<file path="config.mk">
export PLATFORM = sky130hd
export DESIGN_NAME = ptrp_dev_flat
export DESIGN_NICKNAME = d
export VERILOG_FILES = /design/src/ptrp_pkg.sv /design/src/ptrp_if.sv /design/src/ptrp_dev.sv /design/src/flat_wrapper.sv
export SDC_FILE = /design/constraint.sdc
export NUM_CORES = 1
export LEC_CHECK = 0
export BUFFER_PORTS_ARGS = -buffer_cell sky130_fd_sc_hd__clkbuf_2
export CORE_ASPECT_RATIO = 0.7
export CORE_MARGIN = 2
export CORE_UTILIZATION = 25
export DETAILED_ROUTE_END_ITERATION = 6
export GPL_TIMING_DRIVEN = 0
export SLEW_MARGIN = 20
export SYNTH_ARGS = -nofsm -noshare
export SYNTH_HDL_FRONTEND = slang
export SYNTH_SLANG_ARGS = --single-unit
</file>
<file path="constraint.sdc">
create_clock -name sys_clk_in -period 4.2 [get_ports sys_clk_in]
set_input_delay 0.21 -clock sys_clk_in [delete_from_list [all_inputs] [get_ports sys_clk_in]]
set_output_delay 0.21 -clock sys_clk_in [all_outputs]
set_load 0.03 [all_outputs]
</file>
<file path="src/ptrp_pkg.sv">
// Shared constants and types for the paper tape reader and punch control
package ptrp_pkg;

  // ==========================================================================
  // Widths
  localparam int WORD_W  = 48;  // Host word width
  localparam int CHAR_W  = 6;   // Assembly mode character
  localparam int FRAME_W = 8;   // Tape frame, levels 1 to 8
  localparam int EXF_W   = 15;  // Five octal digits
  localparam int ADDR_W  = 15;  // Storage address
  localparam int INSN_W  = 24;  // Half word instruction
  localparam int CNT_W   = 3;   // Assembly and disassembly counters

  // ==========================================================================
  // Field positions and counts
  localparam int            LVL7_POS  = 6;     // Control level in a frame
  localparam logic [CNT_W-1:0] CNT_FIRST = 3'h0;  // Character 0
  localparam logic [CNT_W-1:0] CNT_LAST  = 3'h7;  // Eighth character

  // ==========================================================================
  // External function codes, upper four octal digits (low digit ignored)
  localparam logic [11:0] EXF_RD_INT_EOT = 12'h250;  // 1120X
  localparam logic [11:0] EXF_RD_SET_EOT = 12'h251;  // 1121X
  localparam logic [11:0] EXF_RD_NO_INT  = 12'h252;  // 1122X
  localparam logic [11:0] EXF_PU_ASSY    = 12'h450;  // 2120X
  localparam logic [11:0] EXF_PU_CHAR    = 12'h451;  // 2121X
  localparam logic [11:0] EXF_PU_MOTOFF  = 12'h454;  // 2124X

  // ==========================================================================
  // Bootstrap image
  localparam logic [ADDR_W-1:0] BOOT_ADDR0 = 15'h0010;  // 00020 octal
  localparam logic [ADDR_W-1:0] BOOT_ADDR1 = 15'h0011;  // 00021 octal
  localparam logic [INSN_W-1:0] BOOT_I0    = 24'hF08012;  // Activate reader into 00022
  localparam logic [INSN_W-1:0] BOOT_I1    = 24'hF39280;  // Wait for end of tape
  localparam logic [INSN_W-1:0] BOOT_I2    = 24'hF08000;  // Deactivate buffer

  // ==========================================================================
  // Auto load sequencer states, Gray along the path
  typedef enum logic [1:0] {
    PTRP_B_IDLE = 2'h0,
    PTRP_B_W0   = 2'h1,
    PTRP_B_W1   = 2'h3,
    PTRP_B_GO   = 2'h2
  } ptrp_boot_t;

endpackage : ptrp_pkg

</file>
<file path="src/ptrp_if.sv">
// Buffer channel link between host computer and tape control
`timescale 1ns/10ps
`default_nettype none
interface ptrp_if;
  import ptrp_pkg::*;

  // ==========================================================================
  // Input channel (reader to host)
  logic [WORD_W-1:0] in_word;
  logic              in_ready;
  logic              in_resume;
  logic              in_active;
  // Output channel (host to punch)
  logic [WORD_W-1:0] out_word;
  logic              out_ready;
  logic              out_resume;
  logic              out_active;
  // External function strobe
  logic              exf_valid;
  logic [EXF_W-1:0]  exf_code;

  modport dev (
    output in_word, in_ready, out_resume,
    input  in_resume, in_active, out_word, out_ready, out_active, exf_valid, exf_code
  );
  modport host (
    input  in_word, in_ready, out_resume,
    output in_resume, in_active, out_word, out_ready, out_active, exf_valid, exf_code
  );
endinterface : ptrp_if
`default_nettype wire

</file>
<file path="src/ptrp_dev.sv">
// Tape reader and punch control, device end of the buffer channels
`timescale 1ns/10ps
`default_nettype none
module ptrp_dev #(
  parameter logic [ptrp_pkg::INSN_W-1:0] PASS_INSN = 24'h000000  // Filler half word
) (
  // Clock and reset
  input  wire logic                          sys_clk_in,
  input  wire logic                          sys_rst_in,
  // Host link
  ptrp_if.dev                                lnk,
  // Reader pins
  input  wire logic [ptrp_pkg::FRAME_W-1:0]  tape_frame_in,
  input  wire logic                          feed_hole_in,
  input  wire logic                          mode_assy_sw_in,
  input  wire logic                          mode_char_sw_in,
  output logic                               reader_clutch_out,
  output logic                               end_of_tape_out,
  output logic                               reader_char_mode_out,
  // Punch pins
  input  wire logic                          punch_timing_in,
  input  wire logic                          punch_leader_key_in,
  input  wire logic                          out_of_tape_in,
  output logic [ptrp_pkg::FRAME_W-1:0]       punch_magnets_out,
  output logic                               feed_magnet_out,
  output logic                               punch_motor_out,
  output logic                               out_of_tape_out,
  // Auto load
  input  wire logic                          auto_load_sw_in,
  input  wire logic [ptrp_pkg::ADDR_W-1:0]   breakpoint_addr_in,
  output logic                               boot_we_out,
  output logic [ptrp_pkg::ADDR_W-1:0]        boot_addr_out,
  output logic [ptrp_pkg::WORD_W-1:0]        boot_data_out,
  output logic                               boot_start_out
);
  import ptrp_pkg::*;

  // ==========================================================================
  // State
  typedef struct packed {
    // Synchronisers, stage 1 read only by stage 2
    logic [FRAME_W-1:0] frame_s1;
    logic [FRAME_W-1:0] frame_s2;
    logic [ADDR_W-1:0]  bp_s1;
    logic [ADDR_W-1:0]  bp_s2;
    logic [2:0]         feed_s;
    logic [2:0]         tim_s;
    logic [2:0]         asw_s;
    logic [2:0]         csw_s;
    logic [2:0]         boot_s;
    logic [1:0]         key_s;
    logic [1:0]         oot_s;
    // Reader
    logic               in_active_d;
    logic               reader_sel;
    logic               char_mode;
    logic               load_point;
    logic               clutch;
    logic               end_of_tape_flag;
    logic [CNT_W-1:0]   asm_cnt;
    logic [WORD_W-1:0]  input_assembly_register;
    logic               in_ready;
    // Punch
    logic               punch_sel;
    logic               punch_char;
    logic               motor;
    logic [CNT_W-1:0]   dis_cnt;
    logic               p_ready;
    logic               punch_resume_flop;
    logic [FRAME_W-1:0] punch_reg;
    logic               first_feed_flop;
    logic               second_feed_flop;
    // Auto load
    ptrp_boot_t         bstate;
    logic               bwe;
    logic [ADDR_W-1:0]  baddr;
    logic [WORD_W-1:0]  bdata;
    logic               bstart;
  } ptrp_dev_st_t;

  ptrp_dev_st_t st_r;
  ptrp_dev_st_t st_nxt;

  // ==========================================================================
  // Next state
  always_comb begin
    logic              feed_ev;
    logic              tim_ev;
    logic              asw_ev;
    logic              csw_ev;
    logic              boot_ev;
    logic              key_dn;
    logic [11:0]       exf_hi;
    logic [CHAR_W-1:0] pchar;
    logic [FRAME_W-1:0] frame;
    feed_ev = st_r.feed_s[1] & ~st_r.feed_s[2];
    tim_ev  = st_r.tim_s[1] & ~st_r.tim_s[2];
    asw_ev  = st_r.asw_s[1] & ~st_r.asw_s[2];
    csw_ev  = st_r.csw_s[1] & ~st_r.csw_s[2];
    boot_ev = st_r.boot_s[1] & ~st_r.boot_s[2];
    key_dn  = st_r.key_s[1];
    frame   = st_r.frame_s2;
    exf_hi  = lnk.exf_code[EXF_W-1:3];
    pchar   = '0;
    st_nxt  = st_r;

    // Pin synchronisers and edge history
    st_nxt.frame_s1 = tape_frame_in;
    st_nxt.frame_s2 = st_r.frame_s1;
    st_nxt.bp_s1    = breakpoint_addr_in;
    st_nxt.bp_s2    = st_r.bp_s1;
    st_nxt.feed_s   = {st_r.feed_s[1:0], feed_hole_in};
    st_nxt.tim_s    = {st_r.tim_s[1:0], punch_timing_in};
    st_nxt.asw_s    = {st_r.asw_s[1:0], mode_assy_sw_in};
    st_nxt.csw_s    = {st_r.csw_s[1:0], mode_char_sw_in};
    st_nxt.boot_s   = {st_r.boot_s[1:0], auto_load_sw_in};
    st_nxt.key_s    = {st_r.key_s[0], punch_leader_key_in};
    st_nxt.oot_s    = {st_r.oot_s[0], out_of_tape_in};
    st_nxt.in_active_d = lnk.in_active;

    // Reader mode switches
    if (asw_ev) begin
      st_nxt.load_point       = 1'b1;
      st_nxt.char_mode        = 1'b0;
      st_nxt.clutch           = 1'b1;
      st_nxt.end_of_tape_flag = 1'b0;
    end
    if (csw_ev) begin
      st_nxt.char_mode        = 1'b1;
      st_nxt.asm_cnt          = CNT_FIRST;
      st_nxt.clutch           = 1'b1;
      st_nxt.end_of_tape_flag = 1'b0;
    end

    // Function codes; the end of tape set comes after any clear so it wins
    if (lnk.exf_valid) begin
      case (exf_hi)
        EXF_RD_INT_EOT, EXF_RD_NO_INT: begin
          st_nxt.reader_sel       = 1'b1;
          st_nxt.end_of_tape_flag = 1'b0;
        end
        EXF_RD_SET_EOT: begin
          st_nxt.reader_sel       = 1'b1;
          st_nxt.end_of_tape_flag = 1'b1;
        end
        EXF_PU_ASSY: begin
          st_nxt.punch_sel  = 1'b1;
          st_nxt.punch_char = 1'b0;
          st_nxt.motor      = 1'b1;
        end
        EXF_PU_CHAR: begin
          st_nxt.punch_sel  = 1'b1;
          st_nxt.punch_char = 1'b1;
          st_nxt.motor      = 1'b1;
        end
        EXF_PU_MOTOFF: begin
          st_nxt.motor = 1'b0;
        end
        default: begin
        end
      endcase
    end

    // Reader: idle buffer holds clears; the frame move after a char step ends the pulse
    if (!lnk.in_active) begin
      st_nxt.input_assembly_register = '0;
      st_nxt.in_ready                = 1'b0;
      if (!st_r.char_mode) begin
        st_nxt.asm_cnt = CNT_FIRST;
      end
      if ((st_r.in_active_d || feed_ev) && !st_r.load_point && !asw_ev && !csw_ev) begin
        st_nxt.clutch = 1'b0;
      end
    end
    if (st_r.load_point && feed_ev && frame[LVL7_POS]) begin
      st_nxt.load_point = 1'b0;
      st_nxt.clutch     = 1'b0;
    end else if (lnk.in_active && !st_r.load_point) begin
      // Halted assembly stays stopped until a new mode selection or a 1120X/1122X function code clears end of tape
      st_nxt.clutch = ~st_r.end_of_tape_flag | st_r.char_mode;
      if (lnk.in_resume) begin
        st_nxt.input_assembly_register = '0;
        st_nxt.in_ready                = 1'b0;
      end
      if (feed_ev && st_r.clutch) begin
        if (st_r.char_mode) begin
          st_nxt.input_assembly_register = {{(WORD_W-FRAME_W){1'b0}}, frame};
          st_nxt.in_ready                = 1'b1;
        end else if (st_r.asm_cnt == CNT_FIRST && !frame[LVL7_POS]) begin
          st_nxt.end_of_tape_flag = 1'b1;
          st_nxt.clutch           = 1'b0;
        end else begin
          for (int i = 0; i < 8; i++) begin
            if (st_r.asm_cnt == CNT_W'(i)) begin
              st_nxt.input_assembly_register[WORD_W-1-CHAR_W*i -: CHAR_W] = frame[CHAR_W-1:0];
            end
          end
          st_nxt.asm_cnt = st_r.asm_cnt + 3'h1;
          if (st_r.asm_cnt == CNT_LAST) begin
            st_nxt.in_ready = 1'b1;
          end
        end
      end
    end
    if (!st_r.reader_sel) begin
      st_nxt.input_assembly_register = '0;
    end

    // Punch: counter held at its start while out_active is low
    if (st_r.punch_char) begin
      st_nxt.dis_cnt = CNT_FIRST;
    end else if (!lnk.out_active) begin
      st_nxt.dis_cnt = CNT_LAST;
    end
    if (!lnk.out_ready) begin
      st_nxt.punch_resume_flop = 1'b0;
    end
    if (st_r.punch_sel && st_r.motor && lnk.out_active && lnk.out_ready && !key_dn &&
        !st_r.punch_resume_flop && !st_r.tim_s[1]) begin
      st_nxt.p_ready = 1'b1;
    end
    for (int i = 0; i < 8; i++) begin
      if (st_r.dis_cnt == CNT_W'(i)) begin
        pchar = lnk.out_word[CHAR_W*i +: CHAR_W];
      end
    end
    st_nxt.second_feed_flop = st_r.first_feed_flop;
    if (tim_ev) begin
      st_nxt.punch_reg       = '0;
      st_nxt.first_feed_flop = 1'b0;
      if (st_r.p_ready) begin
        st_nxt.punch_reg       = st_r.punch_char ? lnk.out_word[FRAME_W-1:0]
                                                 : {2'b00, pchar};
        st_nxt.first_feed_flop = 1'b1;
        st_nxt.p_ready         = 1'b0;
        if (st_r.dis_cnt == CNT_FIRST) begin
          st_nxt.punch_resume_flop = 1'b1;
        end
        if (!st_r.punch_char) begin
          st_nxt.dis_cnt = st_r.dis_cnt - 3'h1;
        end
      end
    end
    if (key_dn) begin
      st_nxt.first_feed_flop  = 1'b1;
      st_nxt.second_feed_flop = 1'b1;
    end

    // Auto load sequencer
    case (st_r.bstate)
      PTRP_B_IDLE: begin
        st_nxt.bstart = 1'b0;
        if (boot_ev) begin
          st_nxt.bstate = PTRP_B_W0;
          st_nxt.bwe    = 1'b1;
          st_nxt.baddr  = BOOT_ADDR0;
          st_nxt.bdata  = {BOOT_I0, BOOT_I1};
        end
      end
      PTRP_B_W0: begin
        st_nxt.bstate = PTRP_B_W1;
        st_nxt.baddr  = BOOT_ADDR1;
        st_nxt.bdata  = {BOOT_I2, PASS_INSN};
      end
      PTRP_B_W1: begin
        st_nxt.bstate = PTRP_B_GO;
        st_nxt.bwe    = 1'b0;
        // A breakpoint on the bootstrap itself leaves it loaded but not run
        st_nxt.bstart = (st_r.bp_s2 != BOOT_ADDR0) && (st_r.bp_s2 != BOOT_ADDR1);
      end
      PTRP_B_GO: begin
        st_nxt.bstate = PTRP_B_IDLE;
        st_nxt.bstart = 1'b0;
      end
      default: begin
        st_nxt.bstate = PTRP_B_IDLE;
      end
    endcase
  end

  // ==========================================================================
  // State register
  always_ff @(posedge sys_clk_in or posedge sys_rst_in) begin
    if (sys_rst_in) begin
      st_r <= '0;
    end else begin
      st_r <= st_nxt;
    end
  end

  // ==========================================================================
  // Outputs, all straight from flops
  assign lnk.in_word           = st_r.input_assembly_register;
  assign lnk.in_ready          = st_r.in_ready;
  assign lnk.out_resume        = st_r.punch_resume_flop;
  assign reader_clutch_out     = st_r.clutch;
  assign end_of_tape_out       = st_r.end_of_tape_flag;
  assign reader_char_mode_out  = st_r.char_mode;
  assign punch_magnets_out     = st_r.punch_reg;
  assign feed_magnet_out       = st_r.second_feed_flop;
  assign punch_motor_out       = st_r.motor;
  assign out_of_tape_out       = st_r.oot_s[1];
  assign boot_we_out           = st_r.bwe;
  assign boot_addr_out         = st_r.baddr;
  assign boot_data_out         = st_r.bdata;
  assign boot_start_out        = st_r.bstart;

endmodule : ptrp_dev
`default_nettype wire

</file>
<file path="src/flat_wrapper.sv">
// flat-port wrapper written by rule: the top's interface ports become plain ports
module ptrp_dev_flat import ptrp_pkg::*;
#(
  parameter logic [ptrp_pkg::INSN_W-1:0] PASS_INSN = 24'h000000                     
)
  (sys_clk_in, sys_rst_in, tape_frame_in, feed_hole_in, mode_assy_sw_in, mode_char_sw_in, reader_clutch_out, end_of_tape_out, reader_char_mode_out, punch_timing_in, punch_leader_key_in, out_of_tape_in, punch_magnets_out, feed_magnet_out, punch_motor_out, out_of_tape_out, auto_load_sw_in, breakpoint_addr_in, boot_we_out, boot_addr_out, boot_data_out, boot_start_out, lnk_in_word, lnk_in_ready, lnk_out_resume, lnk_in_resume, lnk_in_active, lnk_out_word, lnk_out_ready, lnk_out_active, lnk_exf_valid, lnk_exf_code);
  ptrp_if lnk_i ();
  input  wire logic sys_clk_in;
  input  wire logic sys_rst_in;
  input  wire logic [ptrp_pkg::FRAME_W-1:0] tape_frame_in;
  input  wire logic feed_hole_in;
  input  wire logic mode_assy_sw_in;
  input  wire logic mode_char_sw_in;
  output logic reader_clutch_out;
  output logic end_of_tape_out;
  output logic reader_char_mode_out;
  input  wire logic punch_timing_in;
  input  wire logic punch_leader_key_in;
  input  wire logic out_of_tape_in;
  output logic [ptrp_pkg::FRAME_W-1:0] punch_magnets_out;
  output logic feed_magnet_out;
  output logic punch_motor_out;
  output logic out_of_tape_out;
  input  wire logic auto_load_sw_in;
  input  wire logic [ptrp_pkg::ADDR_W-1:0] breakpoint_addr_in;
  output logic boot_we_out;
  output logic [ptrp_pkg::ADDR_W-1:0] boot_addr_out;
  output logic [ptrp_pkg::WORD_W-1:0] boot_data_out;
  output logic boot_start_out;
  output wire logic [$bits(lnk_i.in_word)-1:0] lnk_in_word;
  output wire logic [$bits(lnk_i.in_ready)-1:0] lnk_in_ready;
  output wire logic [$bits(lnk_i.out_resume)-1:0] lnk_out_resume;
  input wire logic [$bits(lnk_i.in_resume)-1:0] lnk_in_resume;
  input wire logic [$bits(lnk_i.in_active)-1:0] lnk_in_active;
  input wire logic [$bits(lnk_i.out_word)-1:0] lnk_out_word;
  input wire logic [$bits(lnk_i.out_ready)-1:0] lnk_out_ready;
  input wire logic [$bits(lnk_i.out_active)-1:0] lnk_out_active;
  input wire logic [$bits(lnk_i.exf_valid)-1:0] lnk_exf_valid;
  input wire logic [$bits(lnk_i.exf_code)-1:0] lnk_exf_code;
  assign lnk_in_word = lnk_i.in_word;
  assign lnk_in_ready = lnk_i.in_ready;
  assign lnk_out_resume = lnk_i.out_resume;
  assign lnk_i.in_resume = lnk_in_resume;
  assign lnk_i.in_active = lnk_in_active;
  assign lnk_i.out_word = lnk_out_word;
  assign lnk_i.out_ready = lnk_out_ready;
  assign lnk_i.out_active = lnk_out_active;
  assign lnk_i.exf_valid = lnk_exf_valid;
  assign lnk_i.exf_code = lnk_exf_code;
  ptrp_dev #(.PASS_INSN(PASS_INSN)) u_core (.sys_clk_in(sys_clk_in), .sys_rst_in(sys_rst_in), .lnk(lnk_i), .tape_frame_in(tape_frame_in), .feed_hole_in(feed_hole_in), .mode_assy_sw_in(mode_assy_sw_in), .mode_char_sw_in(mode_char_sw_in), .reader_clutch_out(reader_clutch_out), .end_of_tape_out(end_of_tape_out), .reader_char_mode_out(reader_char_mode_out), .punch_timing_in(punch_timing_in), .punch_leader_key_in(punch_leader_key_in), .out_of_tape_in(out_of_tape_in), .punch_magnets_out(punch_magnets_out), .feed_magnet_out(feed_magnet_out), .punch_motor_out(punch_motor_out), .out_of_tape_out(out_of_tape_out), .auto_load_sw_in(auto_load_sw_in), .breakpoint_addr_in(breakpoint_addr_in), .boot_we_out(boot_we_out), .boot_addr_out(boot_addr_out), .boot_data_out(boot_data_out), .boot_start_out(boot_start_out));
endmodule
</file>
# Word-level counts from Yosys, hierarchy flattened
# Index checks and enable logic that the tools add are counted.
# W data, S select, Z words.
[totals]
reg_bits = 208
output_inout_bits = 129
inputBits = 100
elab_cells = 171
[op_classes]
n_eq_ne = 26
n_bitwise = 12
reduce_logical = 43
addsub = 2
muxes = 54
[op_table]
columns = ["op", "n"]
rows = [
  ["$pmux W63 S2", 1],
  ["$mux W54", 2],
  ["$mux W52", 2],
  ["$mux W49", 2],
  ["$mux W6", 16],
  ["$mux W66", 1],
  ["$mux W53", 1],
  ["$mux W48", 1],
  ["$eq A12 B10 Y1 const B", 3],
  ["$eq A12 B11 Y1 const B", 3],
  ["$ne A15 B5 Y1 const B", 2],
  ["$mux W14", 2],
  ["$eq A3 B3 Y1 const B", 8],
  ["$reduce_bool A2 Y1", 8],
  ["$logic_and A1 B1 Y1", 15],
  ["$eq A3 B2 Y1 const B", 4],
  ["$mux W3", 4],
  ["$mux W1", 10],
  ["$mux W5", 2],
  ["$reduce_and A2 Y1", 5],
  ["$mux W8", 1],
  ["$pmux W1 S2", 4],
  ["$pmux W2 S4", 1],
  ["$logic_not A1 Y1", 7],
  ["other kinds (17)", 32],
]

# Logic depth before layout (Yosys ltp)
[depth]
ltp_word = 14
depth_mapped = 7
ltp_nobuf = 6

# Worst setup path after synthesis
# Ideal clock, no wire load.
[synth_path]
path_kind = "register to register"
from = "reg u_core.st_r[134] (netlist name)"
to = "reg u_core.st_r, in the netlist u_core.lnk.in_word[25]"
required_time_ns = 4.078
slack_ns = 2.380
period_less_slack_ns = 1.820
path_stages_with_launch = 8
arrival_time_ns = 1.698
setup_time_ns = 0.122
path_cell_list = "dfrtp_1 -> inv_1 -> ha_1 -> or3b_4 -> and2_4 -> and3_4 -> buf_6 -> a32o_1"
[synth_rtl]
columns = ["element", "line", "text"]
rows = [
  ["from (decl)", "ptrp_dev.sv:81", "ptrp_dev_st_t st_r;"],
  ["from (signal assigned)", "ptrp_dev.sv:287", "st_r <= st_nxt;"],
]

# Worst setup path in the final report
[layout_path]
from = "reg u_core.st_r[80] (netlist name)"
to = "reg u_core.st_r, in the netlist u_core.punch_magnets_out[3]"
[layout_via]
elab_chain_cells = 11
elab_cells_between_ends = 18
classes_between = "eq/ne (7); mux (10); reduce/logical (1)"
[layout_rtl]
columns = ["element", "line", "text"]
rows = [
  ["$logic_not A3 Y1", "ptrp_dev.sv:223", "if (st_r.dis_cnt == CNT_W'(i)) begin"],
  ["$mux W6 (7 in series)", "ptrp_dev.sv:223", ""],
  ["$mux W6 (*)", "ptrp_dev.sv:223", ""],
  ["$mux W8 (*)", "ptrp_dev.sv:232", "st_nxt.punch_reg = st_r.punch_char ? lnk.out_word[FRAME_W-1:0]"],
  ["$mux W14 (*)", "ptrp_dev.sv:231", "if (st_r.p_ready) begin"],
]
# Mark *: on every way between the ends. The rest lies on a longest branch, timed or not.
# A chain may end at the register's enable or synchronous reset.

==> results.sh <==
export IMPL_cts_buffer_depth=2
export IMPL_cp_max_fo=10
export IMPL_io_buffer_count=180
export IMPL_grt_max_degree=103
export IMPL_yosysUniqueCellTypes=68
export IMPL_postCtsSetupBuffers=0
export IMPL_syn_area_per_cell_sq_um=10.8
export IMPL_whs_path_depth=3
export IMPL_io_pins=229
export IMPL_cp_data_arrival_time_ps=2420
export IMPL_syn_inst=650
export IMPL_cts_made_buffers=17
export IMPL_dieArea_sq_mm=0.0296
export IMPL_grt_first_pass_wirelength_um=28300
export IMPL_antenna_cells=0
export IMPL_period_share=0.504
export IMPL_path_cells="inv_1 -> ha_1 -> clkbuf_1 -> nand3b_1 -> a21oi_1 -> a211oi_1 -> o31ai_1"
export IMPL_clock_sinks=146
export IMPL_coreArea_sq_mm=0.0278
export IMPL_reg2regPathDepth=7
export IMPL_r2r_start="u_core.st_r[80]$_DFF_PP0_"
export IMPL_holdPathEnd="u_core.punch_magnets_out[1]$_DFFE_PP0P_"
export IMPL_grt_total_usage=0.127
export IMPL_status="finished, final reports clean"
export IMPL_routed_via_density=4.29
export IMPL_yosysSeqAreaShare=0.518
export IMPL_rr_endpoint="u_core.punch_magnets_out[3]$_DFFE_PP0P_"
export IMPL_fp_dieH_um=144
export IMPL_rsz0062_at_grt="false"
export IMPL_post_drt_wl_per_cell_um=14.3
export IMPL_peakVddDrop_uv=257
export IMPL_tritoncts="done"
export IMPL_final_nets=1038
export IMPL_holdCritPathClass="primary input to flop"
export IMPL_grt_overflow=0
export IMPL_fp_dieW_um=205
export IMPL_synthFlopType="dfrtp_1"
export IMPL_vias=5624
export IMPL_ys_ff_latch=146
export IMPL_tightestPinTransition_ps=804
export IMPL_area_growth_pct=35.1
export IMPL_place_hpwl_um=14000
export IMPL_critPathKind="flop to flop"
export IMPL_clock_fmax_mhz=472
export IMPL_row_count=51
export IMPL_clock_latency_ps=430
export IMPL_synth_edf_count=0
export IMPL_dr_first_iter_drc_count=332
export IMPL_cts_hold_buf=34
export IMPL_ff2ff_setup_slack_ps=2080
export IMPL_wl_um=18800
export IMPL_cap_violations=0
export IMPL_antenna_left=0
export IMPL_setup_viol=0
export IMPL_routabilityCongestion=0.859
export IMPL_place_area_sq_mm=0.00861
export IMPL_endpoint_kind="flop"
export IMPL_initial_core_util=0.254
export IMPL_num_fill_cells=2869
export IMPL_remaining_drc_errors=0
export IMPL_layout_commonest_cell="clkbuf_2"
export IMPL_hold_viol_final=0
export IMPL_worstHoldStart="lnk_out_word[1]"
export IMPL_fin_area_sq_mm=0.00953
export IMPL_startpoint_type="flop"
export IMPL_htreeDepth=4
export IMPL_finalMaxSlewViolations=0
export IMPL_cellPowerDensity_mw_per_mm2=389
export IMPL_period_minus_slack_ps=2120
export IMPL_antenna_found_initial=0
export IMPL_hold_slack_ps=38.6
export IMPL_p_leak_nw=4.77
export IMPL_synth_cell_area_sq_mm=0.00705
export IMPL_ys_warn_count=0
export IMPL_slew_headroom=0.463
export IMPL_crit_family="compound AO/OA/AOI/OAI gates"
export IMPL_drt_pre_antenna_iters=4
export IMPL_worst_ep_required_time_ps=4500
export IMPL_fin_util=0.343
export IMPL_skew_ps=8.68
export IMPL_critPathMaxStageDelay_ps=420
export IMPL_cts_root_buf="clkbuf_16"
export IMPL_cts_clk_slew_worst_paths_ps=70
export IMPL_worst_path_max_delay_cell="dfrtp_1"
export IMPL_synthArstFlopShare=1.00
export IMPL_final_cell_mix="180 x clkbuf_2, 146 x dfrtp_1, 119 x buf_4"
export IMPL_drive_gt1_frac=0.382
export IMPL_post_cts_resized=0
export IMPL_worst_path_buf_inv=2
export IMPL_grt_pass1_vias=4973
worst max path at each step:
stage / startpoint / end / slack [ps] / cells past startpoint
after detailed placement: u_core.st_r[80]$_DFF_PP0_ / u_core.punch_magnets_out[3]$_DFFE_PP0P_ / 2140 / 7
after floorplan: sys_rst_in / u_core.boot_addr_out[0]$_DFFE_PP0P_ / 70 / 1
after CTS: u_core.st_r[80]$_DFF_PP0_ / u_core.punch_magnets_out[3]$_DFFE_PP0P_ / 2090 / 7
final: u_core.st_r[80]$_DFF_PP0_ / u_core.punch_magnets_out[3]$_DFFE_PP0P_ / 2080 / 7
after global routing: u_core.st_r[80]$_DFF_PP0_ / u_core.punch_magnets_out[3]$_DFFE_PP0P_ / 1960 / 7
after global placement: sys_rst_in / u_core.st_nxt[197]$_DFF_PP0_ / -1710 / 2
logic make-up after synthesis:
group | synth area share
adders and majority gates | 0.0195
buffers and inverters | 0.158
DFF | 0.518
xor gates and xnor gates | 0.00124
AOI/OAI and AO/OA | 0.166
muxes | 0.00870
and+or+nand+nor | 0.128
other | 0.000532
final cells by class:
type	instances	area (sq um)	area share
Clock buffer	17	425	0.0447
Inverter	18	75.1	0.00788
Buffer	154	1050	0.110
Tap cell	371	464	0.0487
Timing Repair Buffer	215	1270	0.133
Clock inverter	15	150	0.0158
Sequential cell	146	3650	0.384
Multi-Input combinational cell	375	2440	0.257
through the flow:
step | total power, W | TNS (ps) | setup WS [ps] | std cells
after global routing | 0.00389 | 0 | 1960 | 1311
after detailed placement | 0.00222 | 0 | 2140 | 1245
after global placement | 0.00221 | -245910 | -1710 | 1244
after CTS | 0.00376 | 0 | 2090 | 1311
final | 0.00371 | 0 | 2080 | 1311
after floorplan | 0.00202 | 0 | 67.0 | 693
worst min-delay path, stage by stage:
cell,delay (ps)
clkbuf_2,90
a222oi_1,60
o21ai_1,70
sequential cells by signal (all words and copies together) (netlist names), 2 cells and up:
| name | cells |
|---|---|
| u_core.lnk.in_word | 48 |
| u_core.st_r | 43 |
| u_core.st_nxt | 34 |
| u_core.punch_magnets_out | 8 |
| u_core.boot_data_out | 2 |
per-layer routing:
| layer | GRT usage | wire, um | up-vias |
|---|---|---|---|
| met3 | 0.0363 | 1140 | 20 |
| li1 | - | - | 2714 |
| met1 | 0.189 | 9220 | 2715 |
| met2 | 0.171 | 8130 | 175 |
| met4 | 0.0435 | 304 | 0 |
| met5 | 0 | 0 | - |
cell usage after synthesis, drive strengths merged (5+ instances only):
library cell / number / share of area
mux2i: 5 / 0.0071
nand2: 33 / 0.018
a22oi: 6 / 0.0064
a21oi: 40 / 0.029
nand2b: 15 / 0.013
nand3: 8 / 0.0057
nand4: 6 / 0.0053
and3: 7 / 0.0069
nor3b: 5 / 0.0053
ha: 11 / 0.020
a211oi: 7 / 0.0075
a2111oi: 5 / 0.0062
nand3b: 17 / 0.018
a32o: 14 / 0.020
o21ai: 33 / 0.023
nor2: 19 / 0.010
a22o: 18 / 0.022
clkbuf: 18 / 0.0096
inv: 18 / 0.0096
dfrtp: 146 / 0.52
buf: 136 / 0.14
a31oi: 8 / 0.0071
o31ai: 5 / 0.0080
a21o: 6 / 0.0064
and2: 6 / 0.0057
power by group:
part / switching, W / leakage [nW] / internal, W / total (W)
clock: 0.000662 / 0.281 / 0.000832 / 0.00149
combinational: 0.000418 / 2.65 / 0.000263 / 0.000681
sequential: 0.0000611 / 1.83 / 0.00147 / 0.00153
total: 0.00114 / 4.77 / 0.00257 / 0.00371
Note: power is estimated with default switching activity, not from simulation.
